===== src/hdl/fdc_defs.svh =====
`ifndef FDC_DEFS_SVH
`define FDC_DEFS_SVH

// Instruction word field positions
`define FDC_OPC_HI 31
`define FDC_OPC_LO 26
`define FDC_FMT_HI 25
`define FDC_FMT_LO 21
`define FDC_CC_HI 20
`define FDC_CC_LO 18
`define FDC_TF_BIT 16
`define FDC_FN_HI 5
`define FDC_FN_LO 0

// Major opcode slots
`define FDC_OPC_SPECIAL 6'h00
`define FDC_OPC_FPU 6'h11
`define FDC_OPC_FPU_IDX 6'h13

// Format field values
`define FDC_FMT_S 5'h10
`define FDC_FMT_D 5'h11
`define FDC_FMT_L 5'h15

// Function rows (bits 5..3) and columns (bits 2..0)
`define FDC_ROW_0 3'h0
`define FDC_ROW_1 3'h1
`define FDC_ROW_2 3'h2
`define FDC_ROW_3 3'h3
`define FDC_ROW_4 3'h4
`define FDC_ROW_5 3'h5
`define FDC_ROW_6 3'h6
`define FDC_ROW_7 3'h7
`define FDC_COL_0 3'h0
`define FDC_COL_1 3'h1
`define FDC_COL_2 3'h2
`define FDC_COL_3 3'h3
`define FDC_COL_5 3'h5
`define FDC_COL_6 3'h6
`define FDC_COL_7 3'h7

// Integer conditional-move class function under the special opcode
`define FDC_FN_INT_CMOV 6'h01

// Reset values
`define FDC_RST_COND 4'h0
`define FDC_RST_CC 3'h0

`endif


===== src/hdl/fdc_pkg.sv =====
package fdc_pkg;

  typedef enum logic [4:0] {
    FDC_OP_NONE,
    FDC_OP_FOREIGN,
    FDC_OP_RESERVED,
    FDC_OP_CONVERT_TO_SINGLE,
    FDC_OP_CONVERT_TO_DOUBLE,
    FDC_OP_FP_MOVE_ON_FALSE,
    FDC_OP_FP_MOVE_ON_TRUE,
    FDC_OP_FP_MOVE_IF_ZERO,
    FDC_OP_FP_MOVE_IF_NONZERO,
    FDC_OP_FP_RECIPROCAL_APPROX,
    FDC_OP_FP_FP_RECIPROCAL_APPROX_SQRT_APPROX,
    FDC_OP_FP_COMPARE,
    FDC_OP_FP_WORD_LOAD_INDEXED,
    FDC_OP_FP_DWORD_LOAD_INDEXED,
    FDC_OP_FP_WORD_STORE_INDEXED,
    FDC_OP_FP_DWORD_STORE_INDEXED,
    FDC_OP_PREFETCH_INDEXED,
    FDC_OP_FP_MUL_ADD,
    FDC_OP_FP_MUL_SUB,
    FDC_OP_FP_NEG_MUL_ADD,
    FDC_OP_FP_NEG_MUL_SUB,
    FDC_OP_INT_MOVE_ON_FALSE,
    FDC_OP_INT_MOVE_ON_TRUE
  } fdc_op_t;

  typedef enum logic {
    FDC_EXC_RESERVED_INSTR,
    FDC_EXC_UNIMPL_OPERATION
  } fdc_exc_t;

endpackage


===== src/hdl/fdc_decoder.sv =====
`include "fdc_defs.svh"
`timescale 1ns/1ns
`default_nettype none

module fdc_decoder #(
  parameter bit RESV_AS_UNIMPL = 1'b0
) (
  input wire logic clk_sys,
  input wire logic resetn,
  input wire logic instr_valid,
  input wire logic [31:0] instr_word,
  output logic dec_valid,
  output var fdc_pkg::fdc_op_t dec_op,
  output logic dec_double,
  output logic [3:0] dec_cmp_cond,
  output logic [2:0] dec_cc_sel,
  output logic dec_exc,
  output var fdc_pkg::fdc_exc_t dec_exc_kind
);
  import fdc_pkg::*;

  localparam fdc_exc_t EXC_KIND = RESV_AS_UNIMPL ?
    FDC_EXC_UNIMPL_OPERATION : FDC_EXC_RESERVED_INSTR;

  logic [5:0] opc;
  logic [4:0] fmt;
  logic [5:0] fn;
  logic [2:0] row;
  logic [2:0] col;
  logic sense;
  logic [2:0] cc;

  logic valid_reg;
  logic valid_next;
  fdc_op_t op_reg;
  fdc_op_t op_next;
  logic double_reg;
  logic double_next;
  logic [3:0] cond_reg;
  logic [3:0] cond_next;
  logic [2:0] cc_reg;
  logic [2:0] cc_next;
  logic exc_reg;
  logic exc_next;

  assign opc = instr_word[`FDC_OPC_HI:`FDC_OPC_LO];
  assign fmt = instr_word[`FDC_FMT_HI:`FDC_FMT_LO];
  assign fn = instr_word[`FDC_FN_HI:`FDC_FN_LO];
  assign row = fn[5:3];
  assign col = fn[2:0];
  assign sense = instr_word[`FDC_TF_BIT];
  assign cc = instr_word[`FDC_CC_HI:`FDC_CC_LO];

  always_comb
  begin
    fdc_op_t op;
    op = FDC_OP_FOREIGN;
    double_next = 1'b0;
    cond_next = `FDC_RST_COND;
    cc_next = `FDC_RST_CC;
    if (opc == `FDC_OPC_FPU)
    begin
      if (fmt == `FDC_FMT_L)
      begin
        if (row == `FDC_ROW_4 && col == `FDC_COL_0)
          op = FDC_OP_CONVERT_TO_SINGLE;
        else if (row == `FDC_ROW_4 && col == `FDC_COL_1)
        begin
          op = FDC_OP_CONVERT_TO_DOUBLE;
          double_next = 1'b1;
        end
        else if (row == `FDC_ROW_4 || row == `FDC_ROW_5)
          op = FDC_OP_RESERVED;
      end
      else if (fmt == `FDC_FMT_S || fmt == `FDC_FMT_D)
      begin
        double_next = (fmt == `FDC_FMT_D);
        if (row == `FDC_ROW_2)
        begin
          unique case (col)
            `FDC_COL_1:
            begin
              // Class slot: the sense bit resolves the move
              op = sense ? FDC_OP_FP_MOVE_ON_TRUE :
                FDC_OP_FP_MOVE_ON_FALSE;
              cc_next = cc;
            end
            `FDC_COL_2: op = FDC_OP_FP_MOVE_IF_ZERO;
            `FDC_COL_3: op = FDC_OP_FP_MOVE_IF_NONZERO;
            `FDC_COL_5: op = FDC_OP_FP_RECIPROCAL_APPROX;
            `FDC_COL_6: op = FDC_OP_FP_FP_RECIPROCAL_APPROX_SQRT_APPROX;
            default: op = FDC_OP_FOREIGN;
          endcase
        end
        else if (row == `FDC_ROW_6 || row == `FDC_ROW_7)
        begin
          op = FDC_OP_FP_COMPARE;
          cond_next = fn[3:0];
          cc_next = instr_word[10:8];
        end
      end
    end
    else if (opc == `FDC_OPC_FPU_IDX)
    begin
      unique case (row)
        `FDC_ROW_0:
          op = (col == `FDC_COL_0) ? FDC_OP_FP_WORD_LOAD_INDEXED :
               (col == `FDC_COL_1) ? FDC_OP_FP_DWORD_LOAD_INDEXED :
               FDC_OP_RESERVED;
        `FDC_ROW_1:
          op = (col == `FDC_COL_0) ? FDC_OP_FP_WORD_STORE_INDEXED :
               (col == `FDC_COL_1) ? FDC_OP_FP_DWORD_STORE_INDEXED :
               (col == `FDC_COL_7) ? FDC_OP_PREFETCH_INDEXED :
               FDC_OP_RESERVED;
        `FDC_ROW_2, `FDC_ROW_3: op = FDC_OP_RESERVED;
        `FDC_ROW_4: op = FDC_OP_FP_MUL_ADD;
        `FDC_ROW_5: op = FDC_OP_FP_MUL_SUB;
        `FDC_ROW_6: op = FDC_OP_FP_NEG_MUL_ADD;
        `FDC_ROW_7: op = FDC_OP_FP_NEG_MUL_SUB;
      endcase
      if (row[2])
      begin
        if (col == `FDC_COL_1)
          double_next = 1'b1;
        else if (col != `FDC_COL_0)
          op = FDC_OP_RESERVED;
      end
      else if (op == FDC_OP_FP_DWORD_LOAD_INDEXED ||
               op == FDC_OP_FP_DWORD_STORE_INDEXED)
        double_next = 1'b1;
    end
    else if (opc == `FDC_OPC_SPECIAL && fn == `FDC_FN_INT_CMOV)
    begin
      // Integer-register moves, distinct from the formatted FP moves
      op = sense ? FDC_OP_INT_MOVE_ON_TRUE :
        FDC_OP_INT_MOVE_ON_FALSE;
      cc_next = cc;
    end
    valid_next = instr_valid;
    op_next = instr_valid ? op : FDC_OP_NONE;
    // A reserved slot is issued as FDC_OP_RESERVED and flagged on dec_exc
    exc_next = instr_valid && (op == FDC_OP_RESERVED);
    if (!instr_valid)
    begin
      double_next = 1'b0;
      cond_next = `FDC_RST_COND;
      cc_next = `FDC_RST_CC;
    end
  end

  always_ff @(posedge clk_sys)
  begin
    if (!resetn)
    begin
      valid_reg <= 1'b0;
      op_reg <= FDC_OP_NONE;
      double_reg <= 1'b0;
      cond_reg <= `FDC_RST_COND;
      cc_reg <= `FDC_RST_CC;
      exc_reg <= 1'b0;
    end
    else
    begin
      valid_reg <= valid_next;
      op_reg <= op_next;
      double_reg <= double_next;
      cond_reg <= cond_next;
      cc_reg <= cc_next;
      exc_reg <= exc_next;
    end
  end

  assign dec_valid = valid_reg;
  assign dec_op = op_reg;
  assign dec_double = double_reg;
  assign dec_cmp_cond = cond_reg;
  assign dec_cc_sel = cc_reg;
  assign dec_exc = exc_reg;
  // Fixed per implementation by parameter
  assign dec_exc_kind = EXC_KIND;

endmodule

`default_nettype wire


===== config.mk =====
export PLATFORM = sky130hd
export DESIGN_NAME = fdc_decoder
export DESIGN_NICKNAME = d
export VERILOG_FILES = /design/src/hdl/fdc_pkg.sv /design/src/hdl/fdc_decoder.sv
export VERILOG_INCLUDE_DIRS = /design/src /design/src/hdl
export SDC_FILE = /design/constraint.sdc
export NUM_CORES = 1
export LEC_CHECK = 0
export BUFFER_PORTS_ARGS = -buffer_cell sky130_fd_sc_hd__buf_2
export CAP_MARGIN = 0
export CORE_ASPECT_RATIO = 0.9
export CORE_MARGIN = 3
export CORE_UTILIZATION = 40
export CTS_BUF_LIST = sky130_fd_sc_hd__clkbuf_8
export DETAILED_ROUTE_END_ITERATION = 12
export PLACE_DENSITY_LB_ADDON = 0.05
export SLEW_MARGIN = 10
export SYNTH_ARGS = -nofsm -noshare
export SYNTH_HDL_FRONTEND = slang
export SYNTH_SLANG_ARGS = --single-unit

===== constraint.sdc =====
create_clock -name clk_sys -period 3.8 [get_ports clk_sys]
set_input_delay 0.76 -clock clk_sys [delete_from_list [all_inputs] [get_ports clk_sys]]
set_output_delay 0.76 -clock clk_sys [all_outputs]
set_load 0.05 [all_outputs]

==> results of run 1 <==
[sequential cells by signal, indices dropped and copies added, names as in the netlist]
register / flops
dec_double: 1
dec_cmp_cond: 4
dec_exc: 1
dec_valid: 1
dec_cc_sel: 3
dec_op: 5
[worst max-delay path: stages]
cell and delay [ns]:
buf_2 0.11, or4_1 0.54, nor3_1 0.42, and3_1 0.34, a22oi_1 0.12, nor2_1 0.10
[logic make-up (layout without fill, tap and decap cells)]
logic type	Yosys count	in the layout	synth area share
AOI/OAI and AO/OA	26	26	0.2105
buffers and inverters	14	51	0.07485
DFF	15	15	0.3390
xor gates and xnor gates	1	1	0.009889
other	1	1	0.004233
and+or+nand+nor	53	53	0.3489
muxes	1	1	0.01271
[power breakdown]
group          total, mW  leakage (nW)  internal [mW]  switching, mW
combinational     0.0550         0.378         0.0209         0.0341
clock              0.124        0.0255         0.0724         0.0513
sequential         0.159         0.121          0.159       0.000206
[through the flow]
step	std cells	power [mW]	setup slack [ns]	cell area, um2	hold slack (ns)
after CTS	173	0.3420	1.616	1125	0.7499
final	173	0.3375	1.582	1125	0.7513
after global routing	173	0.3587	1.359	1125	0.7527
after detailed placement	169	0.2170	1.367	1079	1.004
after floorplan	111	0.1973	1.590	885.9	0.8989
after global placement	169	0.2166	1.365	1079	0.9976
[final timing paths]
| check | slack (ns) | end | startpoint |
|---|---|---|---|
| worst max-delay path | 1.58 | dec_cc_sel[0] | instr_word[31] |
| worst min-delay path | 0.75 | dec_cc_sel[1] | instr_word[19] |
[layer usage]
layer / share of wire / GRT usage / routed length [um]
met5: 0 / 0 / 0
met4: 0.0036 / 0.03644 / 8
met3: 0.096 / 0.05141 / 215
met2: 0.47 / 0.2894 / 1044
met1: 0.43 / 0.2074 / 964
[cell usage in the layout (no fill, tap or decap), types with 2 or more instances in the layout]
master	instances
and2_1	2
buf_2	41
nand3_1	3
a211oi_1	2
or2_1	2
or4b_1	2
nor4_1	3
o32ai_1	3
and3_1	6
or3_1	2
o22ai_1	4
or2_2	3
dfxtp_1	15
a22oi_1	2
or3b_1	2
a21oi_1	6
clkbuf_8	3
nor2_1	10
nand2_1	7
inv_1	5
nor3_1	2
nand4_1	2
[cell type report]
cell class / count / share of cell area
Timing Repair Buffer: 41 / 0.1824
Sequential cell: 15 / 0.2670
Tap cell: 25 / 0.02781
Clock inverter: 1 / 0.004449
Clock buffer: 3 / 0.03671
Inverter: 6 / 0.02002
Multi-Input combinational cell: 82 / 0.4616
==> results.cfg, run 1 <==
[min_path]
holdPathStages = 3
hp-class = input port to flop

[setup_path]
crit_type = input port to flop
start_kind = input port
crit_required_ns = 3.98
end_kind = flop
crit_path_max_fanout = 6
cp_data_arrival_time_ns = 2.40

[place]
port_buffers = 41
routabilityCongestion = 0.8908
hpwlAfterDp_mm = 1.802

[logic_synthesis]
ys_warn_count = 0
synth_common_cells = dfxtp_1, nor2_1, nand2_1, a21oi_1, and3_1
synth_top_cell_by_area = dfxtp_1
synth_most_common_cell = dfxtp_1
async_flop_share = 0
ys_types = 44
synth_top_area_share = 0.3390
synth_edf_count = 0
syn_area_um2 = 885.9
syn_nets = 146
avgSynthCellArea_um2 = 7.981
yosys_register_bits = 15
synthCells = 111
synth_flop_cell = dfxtp_1
synth_seq_area_share = 0.3390
synth_area_leaders = dfxtp_1, and3_1, nor2_1

[cts]
tritoncts = built
postCtsHoldBufs = 0
path_clk_slew_ns = 0.06
cts_resized = 0
postCtsSetupBuffers = 0
clock-sinks = 15
cts_made_buffers = 3
cts_buffer_depth = 2
cts_htree_levels = 1
cts-root-buf = clkbuf_8

[power_and_ir_drop]
irDropWorstVdd_uv = 252.2
power_density_nw_per_um2 = 300.1
leakagePower_nw = 0.5250

[global_route]
grt-ovfl-total = 0
grt_use_total = 0.1687
grt_max_degree = 13
grt_first_pass_wirelength_mm = 3.815
antenna_found_initial = 0
grt_pass1_vias = 883

[layout]
n_antenna_cell = 0
syn_to_final_growth_pct = 26.98
final.fill_count = 214
regArea_um2 = 300.3
final_util = 0.5601
fin_nets = 184
multi_input_area_um2 = 519.2
drive_above_1_share = 0.3514

[die]
core_um2 = 2008
dieArea_um2 = 2816
ioPinCount = 51
die_y_um = 50.65
die_w_um = 55.61
fp-row-count = 15
start_util = 0.4411

[timing]
rsz0062_at_grt = no
fin_crit_ns = 2.218
tightestPinTransition_ns = 0.6413
setup_viol = 0
slew_headroom = 0.5664
max_freq_ghz = 0.4509
finalMaxSlewViolations = 0
hold_viol = 0
final.setup.tns_ns = 0
min_period_over_period = 0.5836

[drt]
via_per_inst = 5.549
vias = 960
wl_per_cell_um = 12.91
firstDrtPassIters = 4
ant_nets = 0
drt_iter0_markers = 28
drt_wl_total_mm = 2.233
drc_errors = 0

[run]
maxCapViolations = 0

[outcome]
status = completed
(Power assumes the default switching activity.)
==> run 2: changes to the inputs <==
==> constraint.sdc (replaced) <==
create_clock -name clk_sys -period 2.15 [get_ports clk_sys]
set_input_delay 0.43 -clock clk_sys [delete_from_list [all_inputs] [get_ports clk_sys]]
set_output_delay 0.43 -clock clk_sys [all_outputs]
set_load 0.05 [all_outputs]
==> results.cfg, run 2 (synthesis results as in run 1) <==
[outcome]
status = completed

[power_and_ir_drop]
power_density_nw_per_um2 = 514.0
p_sw_frac = 0.2581
p_sw_uw = 157.2
irDropWorstVdd_uv = 426.5
pwr-share-seq = 0.461
power_frac_comb = 0.175
leakagePower_nw = 0.5644
clkPwrFrac = 0.364
power.internal_uw = 451.8

[cts]
cts_resized = 0
clock-sinks = 15
postCtsHoldBufs = 0
cts_buffer_depth = 2
tritoncts = built
cts_made_buffers = 3
cts-root-buf = clkbuf_8
postCtsSetupBuffers = 0
cts_htree_levels = 1
path_clk_slew_ns = 0.06

[drt]
vias = 1000
firstDrtPassIters = 4
drt_iter0_markers = 34
drc_errors = 0
ant_nets = 0
drt_wl_total_mm = 2.326
via_per_inst = 5.525
wl_per_cell_um = 12.85

[place]
port_buffers = 41
hpwlAfterDp_mm = 1.890
routabilityCongestion = 0.8981
dp_slack_ns = 0.1586

[global_route]
grt-ovfl-total = 0
grt_pass1_vias = 875
grt_use_total = 0.1629
grt_first_pass_wirelength_mm = 3.705
grt_max_degree = 13
antenna_found_initial = 0

[timing]
setup_viol = 0
final.setup.worst_slack_ns = 0.4140
max_freq_ghz = 0.5760
hold_viol = 0
finalMaxSlewViolations = 0
min_period_over_period = 0.8075
rsz0062_at_grt = no
final.setup.tns_ns = 0
fin_crit_ns = 1.736

[min_path]
hp-class = input port to flop

[setup_path]
start_kind = input port
crit_type = input port to flop
cp_data_arrival_time_ns = 1.92
crit_path_max_incr_delay_ns = 0.55
cp_slowest_cell = or4_1
path_cells = buf_2 > or4_1 > nor3_1 > buf_4 > and3_1 > a22oi_1 > nor2_1
crit_required_ns = 2.33
crit_path_max_fanout = 6
end_kind = flop

[die]
fp-row-count = 15
ioPinCount = 51
start_util = 0.4411
die_w_um = 55.61
dieArea_um2 = 2816
core_um2 = 2008
die_y_um = 50.65

[layout]
drive_above_1_share = 0.3846
syn_to_final_growth_pct = 33.76
fin_nets = 192
final_cell_mix = buf_2, dfxtp_1, nor2_1
n_antenna_cell = 0
largest_reg_flops = 5
final_common_cell = buf_2

[run]
maxCapViolations = 0
run 2: cell count changes in the layout (fill, tap and decap cells not counted):
cell and delta:
buf_4 +8
run 2: through the flow:
step             util  hold WS [ns]  cell area [um2]  instances  total power [mW]
2_1_floorplan       -        0.5689            885.9        111            0.3487
3_3_place_gp   0.5670        0.6691             1139        177            0.3909
3_5_place_dp   0.5670        0.6708             1139        177            0.3920
4_1_cts        0.5900        0.4210             1185        181            0.6119
5_1_grt        0.5900        0.4270             1185        181            0.6363
6_report       0.5900        0.4186             1185        181            0.6091
run 2: worst paths after layout:
| path | end | slack [ns] | cells past startpoint | start |
|---|---|---|---|---|
| worst max-delay path | dec_cc_sel[1] | 0.41 | 7 | instr_word[31] |
| worst min-delay path | dec_cc_sel[2] | 0.42 | 3 | instr_word[20] |
run 2: power by group through the flow:
stage	Sequential, mW	Combinational [mW]	Clock, mW
global placement	0.287	0.104	0
global route	0.280	0.116	0.239
CTS	0.280	0.105	0.226
finish	0.281	0.107	0.222
floorplan	0.295	0.0540	0
detailed placement	0.287	0.105	0
run 2: worst max-delay path, delay by kind of cell:
kind                   cells  cell delay (ns)
and+or+nand+nor            4             1.11
buffers and inverters      2             0.26
AOI/OAI and AO/OA          1             0.12
run 2: area by class of cell:
type / instances / area [um2]
flip-flops and latches: 15 / 300.3
multi-input cells: 82 / 519.2
inverters: 6 / 22.52
clock buffers: 3 / 41.29
fillers: 187 / 823.3
well taps: 25 / 31.28
clock inverters: 1 / 5.005
repair buffers: 49 / 265.3
run 2: per-layer routing:
layer	track usage	routed length, um
met1	0.2049	1040
met2	0.2756	1081
met3	0.05913	204
met4	0.01619	0
met5	0	0
==> run 3: changes to the inputs <==
==> constraint.sdc (replaced) <==
create_clock -name clk_sys -period 1.4 [get_ports clk_sys]
set_input_delay 0.28 -clock clk_sys [delete_from_list [all_inputs] [get_ports clk_sys]]
set_output_delay 0.28 -clock clk_sys [all_outputs]
set_load 0.05 [all_outputs]
==> results.cfg, run 3 (synthesis results as in run 1) <==
[cts]
cts_htree_levels = 1
cts_made_buffers = 3
clock-sinks = 15
cts_buffer_depth = 2
postCtsHoldBufs = 0
tritoncts = built
path_clk_slew_ns = 0.06
cts-root-buf = clkbuf_8

[die]
fp-row-count = 15
start_util = 0.4411
core_um2 = 2008
die_y_um = 50.65
die_w_um = 55.61
ioPinCount = 51
dieArea_um2 = 2816

[drt]
ant_nets = 0
wl_per_cell_um = 15.86
drc_errors = 0
firstDrtPassIters = 4
drt_wl_total_mm = 3.284
drt_iter0_markers = 52
via_per_inst = 5.628
vias = 1165

[power_and_ir_drop]
leakagePower_nw = 0.7717
power_density_nw_per_um2 = 618.1
irDropWorstVdd_uv = 550.0

[timing]
fin_crit_ns = 1.455
min_period_over_period = 1.039
max_freq_ghz = 0.6872
final.setup.tns_ns = -0.2016
hold_viol = 0
final.setup.worst_slack_ns = -0.05522
rsz0062_at_grt = yes
finalMaxSlewViolations = 0
setup_viol = 7

[setup_path]
cp_data_arrival_time_ns = 1.63
crit_required_ns = 1.58
start_kind = input port
crit_type = input port to flop
end_kind = flop
crit_path_max_fanout = 3

[layout]
syn_to_final_growth_pct = 89.97
n_antenna_cell = 0
largest_reg_flops = 5
final_common_cell = buf_2
drive_above_1_share = 0.6484
instances_no_fill = 207
fin_nets = 218
final_cell_mix = buf_2, buf_4, dfxtp_1

[place]
port_buffers = 41
routabilityCongestion = 0.8815
hpwlAfterDp_mm = 2.259
placed_cells = 202

[global_route]
grt_max_degree = 10
grt_use_total = 0.2333
grt-ovfl-total = 0
antenna_found_initial = 0
grt_first_pass_wirelength_mm = 5.202
grt_pass1_vias = 1201

[run]
maxCapViolations = 0

[outcome]
violations = negative setup slack
status = finished, violations left

[min_path]
hp-class = input port to flop
[run 3: cell types whose count changed in the layout (fill, tap and decap cells not counted), moves of 3 or more]
cell     before  now
buf_2        41   34
buf_4         8   31
buf_6         0    7
nor2_1       10    7
o32ai_1       3    0
or2_4         0    3
[run 3: final cells by class]
| class | count | area, um2 |
|---|---|---|
| flip-flops and latches | 15 | 300.3 |
| inverters | 6 | 22.52 |
| well taps | 25 | 31.28 |
| clock inverters | 1 | 3.754 |
| clock buffers | 3 | 41.29 |
| repair buffers | 75 | 519.2 |
| multi-input cells | 82 | 764.5 |
| fillers | 120 | 325.3 |
[run 3: timing repair]
| action | in CTS | in global routing |
|---|---|---|
| cloned | 0 | 0 |
| buffers inserted | 1 | 0 |
| endpoints found under the setup margin | 12 | 13 |
| gates resized for setup | 29 | 27 |
| pin swaps | 9 | 12 |
[run 3: per-stage QoR]
step           setup slack, ns  total power [mW]  hold slack, ns    util  area, um2
3_3_place_gp           -0.4067            0.6495          0.5269  0.6760       1358
4_1_cts               -0.04994             1.002          0.2837  0.7738       1554
6_report              -0.05522             1.040          0.2835  0.8380       1683
5_1_grt                -0.1033             1.086          0.2918  0.8380       1683
2_1_floorplan          -0.3243            0.5439          0.4283       -      929.6
3_5_place_dp           -0.4376            0.6529          0.5253  0.6760       1358
[run 3: path summary, 6_finish.rpt]
kind                           start  cells past startpoint       endpoint
worst min-delay path  instr_word[19]                      3  dec_cc_sel[1]
worst max-delay path   instr_word[5]                      7  dec_cc_sel[2]
[run 3: worst max-delay path, cell delays in order]
cell and delay (ns):
buf_6 0.09, or3b_4 0.39, or3_4 0.34, o41ai_2 0.20
buf_4 0.18, a2bb2oi_2 0.05, nor2_1 0.10
[run 3: where the power goes]
group	switching (mW)	leakage (nW)	internal, mW
Combinational	0.147	0.624	0.137
Clock	0.132	0.0269	0.193
Sequential	0.000674	0.121	0.430
Total	0.279	0.772	0.761
[run 3: metal layers]
layer	global-route usage	wire (um)	vias to the layer above
met4	0.1053	99	0
met2	0.4213	1651	75
met1	0.2585	1192	527
met5	0	0	-
met3	0.05656	341	10
li1	-	-	553
